--- src/shared/aod_pkg.sv ---
// constants, field layouts and carrier types of the overrange detector
// assumes one 100 MHz clock mclk standing for the sampling clock
// How it works
// - dual samples rising, single samples both edges
// - samples are signed two's complement codes
// - both channels share two programmable thresholds
// - magnitude from upper byte, minimum saturates 127
// - flag set when magnitude reaches threshold
// - dual mode: each channel drives own pins
// - single mode: edge lanes split across pins
// - pulse select gives 8 to 1024 cycles
// - foreground calibration stops sampling entirely
// - background calibration keeps sampling uninterrupted
// - six cores interleaved, swapped for calibration
package aod_pkg;
  localparam int CODE_W = 12;
  localparam int CNT_W = 11;
  localparam logic [10:0] PULSE_BASE = 11'h008;
  localparam logic [7:0] ABS_MIN_CODE = 8'h80;
  localparam logic [6:0] ABS_SAT = 7'h7f;
  localparam logic [2:0] NUM_CORES = 3'h6;
  localparam logic [10:0] FG_CAL_CYCLES = 11'h400;
  localparam logic [7:0] BG_SWAP_CYCLES = 8'hff;
  // register byte offsets
  localparam logic [7:0] OFS_CTRL = 8'h00;
  localparam logic [7:0] OFS_THRESH = 8'h04;
  localparam logic [7:0] OFS_STATUS = 8'h08;
  localparam logic [7:0] OFS_IRQ_STAT = 8'h0c;
  localparam logic [7:0] OFS_IRQ_MASK = 8'h10;
  // control field positions
  localparam int CTRL_SINGLE = 0;
  localparam int CTRL_SEL_LSB = 1;
  localparam int CTRL_BG_EN = 4;
  localparam int CTRL_FG_GO = 5;
  localparam logic [31:0] CTRL_RESET = 32'h0000_0000;
  localparam logic [31:0] THRESH_RESET = 32'h0000_40e4;
  localparam logic [2:0] IRQ_RESET = 3'h0;
  localparam logic [1:0] RESP_OKAY = 2'h0;
  localparam logic [1:0] RESP_SLVERR = 2'h2;

  typedef struct packed {
    logic single_mode;
    logic [2:0] pulse_sel;
    logic bg_en;
    logic [7:0] thr_hi;
    logic [7:0] thr_lo;
  } aod_cfg_s;

  typedef struct packed {
    logic a_hi;
    logic a_lo;
    logic b_hi;
    logic b_lo;
  } aod_flags_s;

  typedef enum logic {CAL_IDLE, CAL_FG} aod_cal_e;
endpackage

--- src/rtl/aod_absmag.sv ---
// magnitude of one sample and its two threshold comparisons
// assumes a 12-bit two's complement code from the same clock domain
`timescale 1ns/1ns
module aod_absmag (
  input wire logic [11:0] code,
  input wire logic [7:0] thr_hi,
  input wire logic [7:0] thr_lo,
  output logic [6:0] mag,
  output logic hit_hi,
  output logic hit_lo
);
  logic [7:0] top;
  logic [7:0] neg;
  always_comb begin
    top = code[11:4];
    neg = 8'h00 - top;
    if (top == aod_pkg::ABS_MIN_CODE) begin
      mag = aod_pkg::ABS_SAT;
    end else if (top[7]) begin
      mag = neg[6:0];
    end else begin
      mag = top[6:0];
    end
    // threshold is 8 bits, so the magnitude is left aligned before comparing
    hit_hi = {mag, 1'b0} >= thr_hi;
    hit_lo = {mag, 1'b0} >= thr_lo;
  end
endmodule

--- src/rtl/aod_stretch.sv ---
// stretches one overrange event into a flag of selectable length
// assumes events are single-cycle or level hits on mclk
`timescale 1ns/1ns
module aod_stretch (
  input wire logic mclk,
  input wire logic rst,
  input wire logic [2:0] sel,
  input wire logic event_in,
  output logic flag
);
  logic [10:0] cnt_reg;
  logic [10:0] cnt_next;
  logic flag_reg;
  always_comb begin
    cnt_next = cnt_reg;
    if (event_in) begin
      cnt_next = aod_pkg::PULSE_BASE << sel;
    end else if (cnt_reg != 11'h000) begin
      cnt_next = cnt_reg - 11'h001;
    end
  end
  always_ff @(posedge mclk) begin
    if (rst) begin
      cnt_reg <= 11'h000;
      flag_reg <= 1'b0;
    end else begin
      cnt_reg <= cnt_next;
      flag_reg <= cnt_next != 11'h000;
    end
  end
  assign flag = flag_reg;
endmodule

--- src/rtl/aod_top.sv ---
// overrange detector with calibration control and an AXI4-Lite register slave
// assumes converted codes arrive on mclk; in single mode lane b is the falling-edge sample
//
// Design decisions made here: the address map and the AXI4-Lite slave port.
`timescale 1ns/1ns
module aod_top (
  input wire logic mclk,
  input wire logic rst,
  input wire logic [7:0] s_axi_awaddr,
  input wire logic s_axi_awvalid,
  output logic s_axi_awready,
  input wire logic [31:0] s_axi_wdata,
  input wire logic [3:0] s_axi_wstrb,
  input wire logic s_axi_wvalid,
  output logic s_axi_wready,
  output logic [1:0] s_axi_bresp,
  output logic s_axi_bvalid,
  input wire logic s_axi_bready,
  input wire logic [7:0] s_axi_araddr,
  input wire logic s_axi_arvalid,
  output logic s_axi_arready,
  output logic [31:0] s_axi_rdata,
  output logic [1:0] s_axi_rresp,
  output logic s_axi_rvalid,
  input wire logic s_axi_rready,
  input wire logic [11:0] analog_input_a,
  input wire logic [11:0] analog_input_b,
  output logic [11:0] sample_out_a,
  output logic [11:0] sample_out_b,
  output logic sample_valid,
  output logic chan_a_high_flag_pin,
  output logic chan_a_low_flag_pin,
  output logic chan_b_high_flag_pin,
  output logic chan_b_low_flag_pin,
  output logic irq
);
  function automatic logic [31:0] merge(input logic [31:0] old, input logic [31:0] data, input logic [3:0] strb);
    logic [31:0] res;
    res = old;
    for (int i = 0; i < 4; i++) begin
      if (strb[i]) begin
        res[i*8 +: 8] = data[i*8 +: 8];
      end
    end
    return res;
  endfunction

  function automatic logic mapped(input logic [7:0] addr);
    return addr == aod_pkg::OFS_CTRL || addr == aod_pkg::OFS_THRESH || addr == aod_pkg::OFS_STATUS ||
      addr == aod_pkg::OFS_IRQ_STAT || addr == aod_pkg::OFS_IRQ_MASK;
  endfunction

  logic [31:0] ctrl_reg;
  logic [31:0] thresh_reg;
  logic [2:0] irq_stat_reg;
  logic [2:0] irq_mask_reg;
  logic aw_hold_reg;
  logic [7:0] aw_addr_reg;
  logic w_hold_reg;
  logic [31:0] w_data_reg;
  logic [3:0] w_strb_reg;
  logic bvalid_reg;
  logic [1:0] bresp_reg;
  logic rvalid_reg;
  logic [31:0] rdata_reg;
  logic [1:0] rresp_reg;
  aod_pkg::aod_cal_e cal_state_reg;
  logic [10:0] cal_cnt_reg;
  logic [7:0] bg_cnt_reg;
  logic [2:0] core_idx_reg;
  logic [11:0] samp_a_reg;
  logic [11:0] samp_b_reg;
  logic valid_reg;
  aod_pkg::aod_cfg_s cfg;
  aod_pkg::aod_flags_s hit;
  aod_pkg::aod_flags_s pins;
  logic do_write;
  logic fg_go;
  logic fg_done;
  logic online;
  logic [2:0] events;
  logic [2:0] irq_clr;
  logic [31:0] status_word;
  logic [6:0] mag_a;
  logic [6:0] mag_b;

  assign cfg.single_mode = ctrl_reg[aod_pkg::CTRL_SINGLE];
  assign cfg.pulse_sel = ctrl_reg[aod_pkg::CTRL_SEL_LSB +: 3];
  assign cfg.bg_en = ctrl_reg[aod_pkg::CTRL_BG_EN];
  assign cfg.thr_hi = thresh_reg[7:0];
  assign cfg.thr_lo = thresh_reg[15:8];

  // write channel: address and data are taken in either order, answered once both are in
  assign s_axi_awready = !aw_hold_reg && !bvalid_reg;
  assign s_axi_wready = !w_hold_reg && !bvalid_reg;
  assign do_write = aw_hold_reg && w_hold_reg && !bvalid_reg;
  assign s_axi_bvalid = bvalid_reg;
  assign s_axi_bresp = bresp_reg;

  always_ff @(posedge mclk) begin
    if (rst) begin
      aw_hold_reg <= 1'b0;
      aw_addr_reg <= 8'h00;
      w_hold_reg <= 1'b0;
      w_data_reg <= 32'h0000_0000;
      w_strb_reg <= 4'h0;
      bvalid_reg <= 1'b0;
      bresp_reg <= aod_pkg::RESP_OKAY;
    end else begin
      if (s_axi_awvalid && s_axi_awready) begin
        aw_hold_reg <= 1'b1;
        aw_addr_reg <= s_axi_awaddr;
      end
      if (s_axi_wvalid && s_axi_wready) begin
        w_hold_reg <= 1'b1;
        w_data_reg <= s_axi_wdata;
        w_strb_reg <= s_axi_wstrb;
      end
      if (do_write) begin
        aw_hold_reg <= 1'b0;
        w_hold_reg <= 1'b0;
        bvalid_reg <= 1'b1;
        bresp_reg <= mapped(aw_addr_reg) ? aod_pkg::RESP_OKAY : aod_pkg::RESP_SLVERR;
      end else if (bvalid_reg && s_axi_bready) begin
        bvalid_reg <= 1'b0;
      end
    end
  end

  // the go bit never stores; it only launches a foreground run
  assign fg_go = do_write && aw_addr_reg == aod_pkg::OFS_CTRL && w_strb_reg[0] && w_data_reg[aod_pkg::CTRL_FG_GO];

  always_ff @(posedge mclk) begin
    if (rst) begin
      ctrl_reg <= aod_pkg::CTRL_RESET;
      thresh_reg <= aod_pkg::THRESH_RESET;
      irq_mask_reg <= aod_pkg::IRQ_RESET;
    end else if (do_write) begin
      case (aw_addr_reg)
        aod_pkg::OFS_CTRL: begin
          ctrl_reg <= merge(ctrl_reg, w_data_reg, w_strb_reg) & 32'h0000_001f;
        end
        aod_pkg::OFS_THRESH: begin
          thresh_reg <= merge(thresh_reg, w_data_reg, w_strb_reg) & 32'h0000_ffff;
        end
        aod_pkg::OFS_IRQ_MASK: begin
          irq_mask_reg <= w_strb_reg[0] ? w_data_reg[2:0] : irq_mask_reg;
        end
        default: begin
        end
      endcase
    end
  end
  // read channel: one answer a cycle after the address is taken
  assign s_axi_arready = !rvalid_reg;
  assign s_axi_rvalid = rvalid_reg;
  assign s_axi_rdata = rdata_reg;
  assign s_axi_rresp = rresp_reg;
  assign status_word = {24'h00_0000, core_idx_reg, cal_state_reg == aod_pkg::CAL_FG, pins};

  always_ff @(posedge mclk) begin
    if (rst) begin
      rvalid_reg <= 1'b0;
      rdata_reg <= 32'h0000_0000;
      rresp_reg <= aod_pkg::RESP_OKAY;
    end else if (s_axi_arvalid && s_axi_arready) begin
      rvalid_reg <= 1'b1;
      rresp_reg <= mapped(s_axi_araddr) ? aod_pkg::RESP_OKAY : aod_pkg::RESP_SLVERR;
      case (s_axi_araddr)
        aod_pkg::OFS_CTRL: rdata_reg <= ctrl_reg;
        aod_pkg::OFS_THRESH: rdata_reg <= thresh_reg;
        aod_pkg::OFS_STATUS: rdata_reg <= status_word;
        aod_pkg::OFS_IRQ_STAT: rdata_reg <= {29'h0, irq_stat_reg};
        aod_pkg::OFS_IRQ_MASK: rdata_reg <= {29'h0, irq_mask_reg};
        default: rdata_reg <= 32'h0000_0000;
      endcase
    end else if (rvalid_reg && s_axi_rready) begin
      rvalid_reg <= 1'b0;
    end
  end

  // calibration: foreground stops the converter, background rotates the core under calibration
  assign online = cal_state_reg == aod_pkg::CAL_IDLE;
  assign fg_done = cal_state_reg == aod_pkg::CAL_FG && cal_cnt_reg == aod_pkg::FG_CAL_CYCLES - 11'h001;

  always_ff @(posedge mclk) begin
    if (rst) begin
      cal_state_reg <= aod_pkg::CAL_IDLE;
      cal_cnt_reg <= 11'h000;
    end else begin
      case (cal_state_reg)
        aod_pkg::CAL_IDLE: begin
          cal_cnt_reg <= 11'h000;
          if (fg_go) begin
            cal_state_reg <= aod_pkg::CAL_FG;
          end
        end
        aod_pkg::CAL_FG: begin
          cal_cnt_reg <= cal_cnt_reg + 11'h001;
          if (fg_done) begin
            cal_state_reg <= aod_pkg::CAL_IDLE;
          end
        end
        default: cal_state_reg <= aod_pkg::CAL_IDLE;
      endcase
    end
  end

  always_ff @(posedge mclk) begin
    if (rst) begin
      bg_cnt_reg <= 8'h00;
      core_idx_reg <= 3'h0;
    end else if (cfg.bg_en && online) begin
      bg_cnt_reg <= bg_cnt_reg + 8'h01;
      if (bg_cnt_reg == aod_pkg::BG_SWAP_CYCLES) begin
        // the swapped-out core is calibrated while the other five convert
        core_idx_reg <= (core_idx_reg == aod_pkg::NUM_CORES - 3'h1) ? 3'h0 : core_idx_reg + 3'h1;
      end
    end
  end

  // sample capture; lane b carries channel b in dual mode, the falling edge in single mode
  always_ff @(posedge mclk) begin
    if (rst) begin
      samp_a_reg <= 12'h000;
      samp_b_reg <= 12'h000;
      valid_reg <= 1'b0;
    end else begin
      samp_a_reg <= analog_input_a;
      samp_b_reg <= analog_input_b;
      valid_reg <= online;
    end
  end
  assign sample_out_a = samp_a_reg;
  assign sample_out_b = samp_b_reg;
  assign sample_valid = valid_reg;

  aod_absmag u_abs_a (
    .code(analog_input_a),
    .thr_hi(cfg.thr_hi),
    .thr_lo(cfg.thr_lo),
    .mag(mag_a),
    .hit_hi(hit.a_hi),
    .hit_lo(hit.a_lo)
  );
  aod_absmag u_abs_b (
    .code(analog_input_b),
    .thr_hi(cfg.thr_hi),
    .thr_lo(cfg.thr_lo),
    .mag(mag_b),
    .hit_hi(hit.b_hi),
    .hit_lo(hit.b_lo)
  );

  // each lane feeds its own pin pair in both modes; single mode splits edges across the pairs
  genvar g;
  generate
    for (g = 0; g < 4; g++) begin : g_flag
      aod_stretch u_stretch (
        .mclk(mclk),
        .rst(rst),
        .sel(cfg.pulse_sel),
        .event_in(hit[g] && online),
        .flag(pins[g])
      );
    end
  endgenerate
  assign chan_a_high_flag_pin = pins.a_hi;
  assign chan_a_low_flag_pin = pins.a_lo;
  assign chan_b_high_flag_pin = pins.b_hi;
  assign chan_b_low_flag_pin = pins.b_lo;

  // sticky events: high hit, low hit, foreground done; a coincident set beats the clear
  assign events = {fg_done, (hit.a_lo || hit.b_lo) && online, (hit.a_hi || hit.b_hi) && online};
  assign irq_clr = (do_write && aw_addr_reg == aod_pkg::OFS_IRQ_STAT && w_strb_reg[0]) ? w_data_reg[2:0] : 3'h0;
  always_ff @(posedge mclk) begin
    if (rst) begin
      irq_stat_reg <= aod_pkg::IRQ_RESET;
    end else begin
      irq_stat_reg <= (irq_stat_reg & ~irq_clr) | events;
    end
  end
  assign irq = |(irq_stat_reg & irq_mask_reg);
endmodule

--- config.mk ---
export PLATFORM = sky130hd
export DESIGN_NAME = aod_top
export DESIGN_NICKNAME = d
export VERILOG_FILES = /design/src/shared/aod_pkg.sv /design/src/rtl/aod_absmag.sv /design/src/rtl/aod_stretch.sv /design/src/rtl/aod_top.sv
export SDC_FILE = /design/constraint.sdc
export NUM_CORES = 1
export LEC_CHECK = 0
export ABC_CLOCK_PERIOD_IN_PS = 6450
export BUFFER_PORTS_ARGS = -buffer_cell sky130_fd_sc_hd__buf_4
export CORE_ASPECT_RATIO = 1.2
export CORE_UTILIZATION = 55
export DETAILED_ROUTE_END_ITERATION = 6
export PLACE_DENSITY_LB_ADDON = 0.2
export SETUP_SLACK_MARGIN = 0.2
export SLEW_MARGIN = 20
export SYNTH_ARGS = -nofsm -noshare
export SYNTH_HDL_FRONTEND = slang
export SYNTH_SLANG_ARGS = --single-unit
--- constraint.sdc ---
create_clock -name mclk -period 6.45 [get_ports mclk]
set_clock_uncertainty 0.15 [all_clocks]
set_input_delay 0.645 -clock mclk [delete_from_list [all_inputs] [get_ports mclk]]
set_output_delay 0.645 -clock mclk [all_outputs]
set_load 0.02 [all_outputs]
# After elaboration in Yosys (flattened, before gate mapping)
# Cells that the tools add are included.
dict set report op_classes {
  n_addsub 9
  order_cmp 4
  eq_ne 13
  n_shift 1
  n_mux 25
  n_bitwise 5
  n_reduce_logical 55
}
# cell n
set op_table {}
lappend op_table {{11-bit 2-to-1 mux} 8}
lappend op_table {{11-bit nonzero test} 8}
lappend op_table {{16-bit one-hot mux with 5 select lines} 1}
lappend op_table {{11-bit by 1-bit subtractor with 11-bit output (second input constant)} 4}
lappend op_table {{8-bit by 4-bit equality test with 1-bit output (second input constant)} 4}
lappend op_table {{8-bit >= comparator} 4}
lappend op_table {{7-bit 2-to-1 mux} 4}
lappend op_table {{8-bit equality test (second input constant)} 3}
lappend op_table {{1-bit logical AND} 22}
lappend op_table {{11-bit one-hot mux with 2 select lines} 1}
lappend op_table {{8-bit by 3-bit equality test with 1-bit output (second input constant)} 2}
lappend op_table {{8-bit by 5-bit equality test with 1-bit output (second input constant)} 2}
lappend op_table {{8-bit logical NOT} 2}
lappend op_table {{1-bit by 7-bit subtractor with 7-bit output (first input constant)} 2}
lappend op_table {{3-bit AND reduction} 4}
lappend op_table {{11-bit by 1-bit adder with 11-bit output (second input constant)} 1}
lappend op_table {{11-bit by 10-bit equality test with 1-bit output (second input constant)} 1}
lappend op_table {{4-bit by 3-bit << shifter with 11-bit output (first input constant)} 1}
lappend op_table {{1-bit logical OR} 10}
lappend op_table {{8-bit by 1-bit adder with 8-bit output (second input constant)} 1}
lappend op_table {{3-bit bitwise AND} 2}
lappend op_table {{1-bit 2-to-1 mux} 6}
lappend op_table {{3-bit 2-to-1 mux} 2}
lappend op_table {{1-bit logical NOT} 4}
lappend op_table {{other kinds (11)} 13}
dict set report totals {
  ff_bits 189
  inputBits 83
  out_inout_bits 71
}

# Longest topological paths before layout
dict set report logic_depth {
  word_depth 8
  depth_mapped 15
  mapped_depth_nobuf 13
}

# By module
# A second synthesis with hierarchy kept.
dict set report hier_totals {
  cells_unflattened 1076
  area_unflattened_um2 8996.1
}
# mod n_inst cells_each area_each_um2 seq_area_each_um2
set by_module_without_submodules {}
lappend by_module_without_submodules {aod_top 1 528 4794.6 2462.4}
lappend by_module_without_submodules {aod_stretch 4 101 790.8 240.2}
lappend by_module_without_submodules {aod_absmag 2 72 519.2 0.0}

# Worst setup path after synthesis
# Ideal clock, no wire load.
dict set report synth_path {
  path_type {in2reg}
  start {input port analog_input_a[4]}
  end {register g_flag[2].u_stretch.cnt_reg[8]}
  setup_time_ps 128
  arrival_time_ps 3082
  setup_slack_ps 3091
  stages 14
  cell_sequence {inv_1 ha_1 nand2_1 nor3_1 nand3b_1 nand2_1 ha_1 nor2b_1 o211ai_1 a21oi_1 o31ai_1 clkbuf_1 mux2i_1 nor2_1}
}
dict set report synth_between {
  elab_chain_len 6
}
# item line_no
set synth_rtl {}
lappend synth_rtl {{start: declaration} aod_top.sv:26} ;# input wire logic [11:0] analog_input_a,
lappend synth_rtl {{1-bit by 7-bit subtractor with 7-bit output} aod_absmag.sv:16} ;# neg = 8'h00 - top;
lappend synth_rtl {{7-bit 2-to-1 mux} aod_absmag.sv:19} ;# end else if (top[7]) begin
lappend synth_rtl {{7-bit 2-to-1 mux (*)} aod_absmag.sv:17} ;# if (top == aod_pkg::ABS_MIN_CODE) begin
lappend synth_rtl {{8-bit >= comparator (*)} aod_absmag.sv:26} ;# hit_lo = {mag, 1'b0} >= thr_lo;
lappend synth_rtl {{1-bit logical AND (*)} aod_top.sv:263} ;# .event_in(hit[g] && online),
lappend synth_rtl {{11-bit 2-to-1 mux (*)} aod_stretch.sv:16} ;# if (event_in) begin
lappend synth_rtl {{end signal: assignment} aod_stretch.sv:27} ;# cnt_reg <= cnt_next;
lappend synth_rtl {{end: declaration} aod_stretch.sv:11} ;# logic [10:0] cnt_reg;
# Every way passes the cells marked *; elsewhere a longest branch is shown, timed or not.
# A chain may end at the register's enable or synchronous reset.

# Worst setup path after layout
dict set report layout_path {
  start {input port analog_input_a[5]}
  end {register g_flag[3].u_stretch.flag_reg}
}
dict set report layout_between {
  elab_chain_len 7
}
# item line_no
set layout_rtl {}
lappend layout_rtl {{1-bit by 7-bit subtractor with 7-bit output} aod_absmag.sv:16}
lappend layout_rtl {{7-bit 2-to-1 mux} aod_absmag.sv:19}
lappend layout_rtl {{7-bit 2-to-1 mux (*)} aod_absmag.sv:17}
lappend layout_rtl {{8-bit >= comparator (*)} aod_absmag.sv:25} ;# hit_hi = {mag, 1'b0} >= thr_hi;
lappend layout_rtl {{1-bit logical AND (*)} aod_top.sv:263}
lappend layout_rtl {{11-bit 2-to-1 mux (*)} aod_stretch.sv:16}
lappend layout_rtl {{11-bit nonzero test (*)} aod_stretch.sv:28} ;# flag_reg <= cnt_next != 11'h000;
lappend layout_rtl {{end signal: assignment} aod_stretch.sv:25} ;# flag_reg <= 1'b0;
lappend layout_rtl {{end signal: assignment} aod_stretch.sv:28}
lappend layout_rtl {{end: declaration} aod_stretch.sv:13} ;# logic flag_reg;
# Marked as above.

==> results.txt <==
- Number of placed cells counting well taps: 1313
- Critical path data required time: 6.59 ns
- For the worst setup path, the data arrival time is 3.33 ns.
* Residual DRC: 0
- Cell area power density: 328 nW/µm²
* Placement Cell Area: 9480 µm²
- The path class of the tightest hold or removal check is input pin to flip-flop.
- Number of antenna violations at the first check in global routing: 0
- Site Rows: 49
* Number of buffer cells added on primary ports: 117
* Gp weighted congestion: 0.897
- The critical path is of the input pin to flip-flop type.
- The cell sitting at the root of the clock tree is a sky130_fd_sc_hd__clkbuf_16.
- In the final design database the tool counted 1251 nets.
* Initial cell density of the core: 56.8%
- Among all flip-flop cells after synthesis, the most frequent one is sky130_fd_sc_hd__dfxtp_1.
- The total overflow left after global routing is 0.
- Setup repair after global routing left no endpoint under its margin.
* Starting DRT DRC Count: 483
- List of most frequent post-synthesis cells: sky130_fd_sc_hd__dfxtp_1, sky130_fd_sc_hd__nand2_1, sky130_fd_sc_hd__nor2_1
- Timing would allow up to 313 MHz.
- After clock tree synthesis, the setup repair step added 0 buffers.
- Summed over all nets, the half-perimeter wirelength after detailed placement is 14.4 mm.
- Clock sink total: 171
- Synthesis Warnings: 0
- The cell count after synthesis came out at 1037.
- Area of the core: 15100 µm²
- The synthesized design devotes to its leading area cell type 40.0% of total area.
- First-pass DRT Iterations: 7
- The die covers 16100 µm².
- Ports: 154
* Setup crit end kind: flip-flop
* Antenna-violating nets left: 0
- sky130_fd_sc_hd__dfxtp_1 is the most common cell in the netlist.
- Top cells by area in the synthesized netlist: sky130_fd_sc_hd__dfxtp_1, sky130_fd_sc_hd__ha_1, sky130_fd_sc_hd__nand2_1
- Final setup vio count: 0
* Final core utilization: 66.6%
* DR WL met3: 1.02 mm
* Leak: 0.00425 µW
- The floorplan step set the die height to 139 µm.
- Number of buffers created by CTS: 17
* Largest net degree at the start of global routing: 91
* Hold buffer count at cts: 0
- Total wire length: 19.9 mm
* Capture instance of the worst register-to-register path: g_flag[2].u_stretch.flag
- After detailed routing, the met2 layer carries 9.70 mm of wire.
* Number of pins exceeding their max-slew limit in the final report: 0
* Filler instances: 1296
- At the pin with the least slew margin, the transition time is 0.929 ns.
* Clock insertion delay at the later pin of the skew report: 0.43 ns
- Number of maximum-capacitance violations: 0
- With fillers left out, the area of the finished cells amounts to 10100 µm².
- The mapped netlist covers 8560 µm².
- Register area share after synthesis: 40.0%
- Max-Slew Margin vs Limit: 38.1%
- Once the clock tree was built, the resizer swapped 0 gates to a different size.
- Along the worst hold path, the cell count comes to 2.
* DR WL/cell: 14.8 µm
- R2r setup slk: 3.71 ns
* Critical register-to-register path startpoint: g_flag[2].u_stretch.cnt_reg[0]
* Startpoint Class: input pin
- The highest metal layer carrying signal wires in the routed design is met4.
* Detailed-route vias per instance: 5.60
* Synth async-reset ratio: 0%
* Post-synthesis cell type with the largest combined area: sky130_fd_sc_hd__dfxtp_1
* H-Tree Level Count: 4
- The synthesized design contains 0 enable-type register cells.
- Min cycle time layout: 3.19 ns
- In the final layout, the share of cells above drive strength 1 is 15.3%.
* Worst Hold Path EP: s_axi_rvalid
- Clock tree from TritonCTS: built
- The clock passes through at most 2 buffers.
- Flip-flop and latch count after synthesis: 171
* Synth-to-Final Area Change: 17.4%
- Overall Power: 3300 µW
- Setup TNS after final layout: 0 ns
* Synth unique cells: 65
- The worst register-to-register path has a depth of 8.
* Status: complete, no violations
- Critical-path maximum fanout: 9
* Clk slew on worst S/H paths: 0.07 ns
* Hold violation total from the final report: 0
* Global-route wire length before repair: 32.4 mm
* Antenna cells: 0
- The final critical path takes up 49.5% of the cycle.
- Summing over every cut layer, the via total after detailed routing is 7532.
- Vias in the first global route: 6792
- Mean instance size in the synthesized netlist: 8.26 µm²
* Worst VDD drop: 224 µV
- The worst hold path begins at s_axi_rready.
- After detailed routing, the wire length on met1 is 8.86 mm.
- In the global route stage, overall resource usage came out at 25.3%.
- Horizontal die dimension: 116 µm
- The register with the most flip-flops in the layout has 44 of them.
- The finished layout holds 1345 standard cells, fillers aside.
-- placed cells by master (no fill, tap or decap), types with 33 or more instances in the layout --
cell                        n
sky130_fd_sc_hd__a21oi_1   81
sky130_fd_sc_hd__buf_4    122
sky130_fd_sc_hd__dfxtp_1  171
sky130_fd_sc_hd__ha_1      40
sky130_fd_sc_hd__inv_1     42
sky130_fd_sc_hd__nand2_1  126
sky130_fd_sc_hd__nor2_1   118
sky130_fd_sc_hd__o21ai_0   33
-- how the worst max path moves through the flow --
stage | startpoint | end | slack, ns | cells after the start
floorplan | analog_input_a[4] | g_flag[2].u_stretch.cnt_reg[8] | 3.09 | 14
global placement | analog_input_a[4] | g_flag[3].u_stretch.flag | 2.96 | 14
detailed placement | analog_input_a[4] | g_flag[3].u_stretch.flag | 2.85 | 14
CTS | analog_input_a[5] | g_flag[3].u_stretch.flag | 3.28 | 14
global route | analog_input_a[5] | g_flag[3].u_stretch.flag | 3.04 | 14
finish | analog_input_a[5] | g_flag[3].u_stretch.flag | 3.26 | 14
-- layer usage --
| layer | vias to the layer above | track usage (%) |
|---|---|---|
| li1 | 3800 | - |
| met1 | 3501 | 32.5 |
| met2 | 199 | 41.9 |
| met3 | 32 | 5.59 |
| met4 | 0 | 7.89 |
| met5 | - | 0 |
-- logic make-up after synthesis --
family	Yosys count	share of synthesized area, %
DFF	171	40.0
buffers and inverters	109	5.70
adders and majority gates	40	5.84
muxes	38	4.53
AOI/OAI and AO/OA	206	15.2
other	1	0.0438
xor gates and xnor gates	31	3.17
and+or+nand+nor	441	25.6
-- where the power goes --
group	switching [µW]	internal (µW)
registers	125	1170
logic	580	448
clock network	460	521
total	1160	2140
-- stage by stage --
step	hold slack (ns)	worst slack (ns)
finish	0.250	3.26
global route	0.238	3.04
CTS	0.229	3.28
detailed placement	0.289	2.85
global placement	0.277	2.96
floorplan	0.268	3.09
-- worst max-delay path, stage by stage --
cell and delay, ns:
sky130_fd_sc_hd__buf_4 0.11, sky130_fd_sc_hd__inv_1 0.11, sky130_fd_sc_hd__ha_1 0.20, sky130_fd_sc_hd__nand2_1 0.08, sky130_fd_sc_hd__nor3_1 0.17, sky130_fd_sc_hd__nand3b_1 0.21, sky130_fd_sc_hd__nand2_1 0.16, sky130_fd_sc_hd__ha_1 0.25
sky130_fd_sc_hd__a21o_1 0.18, sky130_fd_sc_hd__a221oi_1 0.30, sky130_fd_sc_hd__nor2_1 0.09, sky130_fd_sc_hd__a41o_1 0.35, sky130_fd_sc_hd__nor4_2 0.36, sky130_fd_sc_hd__o32ai_1 0.11
-- area by class of cell --
class / instances / area [µm²] / share of cell area [%]
Sequential cell: 171 / 3420 / 34.1
Timing Repair Buffer: 122 / 916 / 9.11
Multi-Input combinational cell: 774 / 4730 / 47.1
Clock inverter: 14 / 128 / 1.27
Tap cell: 204 / 255 / 2.54
Clock buffer: 18 / 439 / 4.37
Inverter: 42 / 158 / 1.57
(Power assumes the default switching activity.)
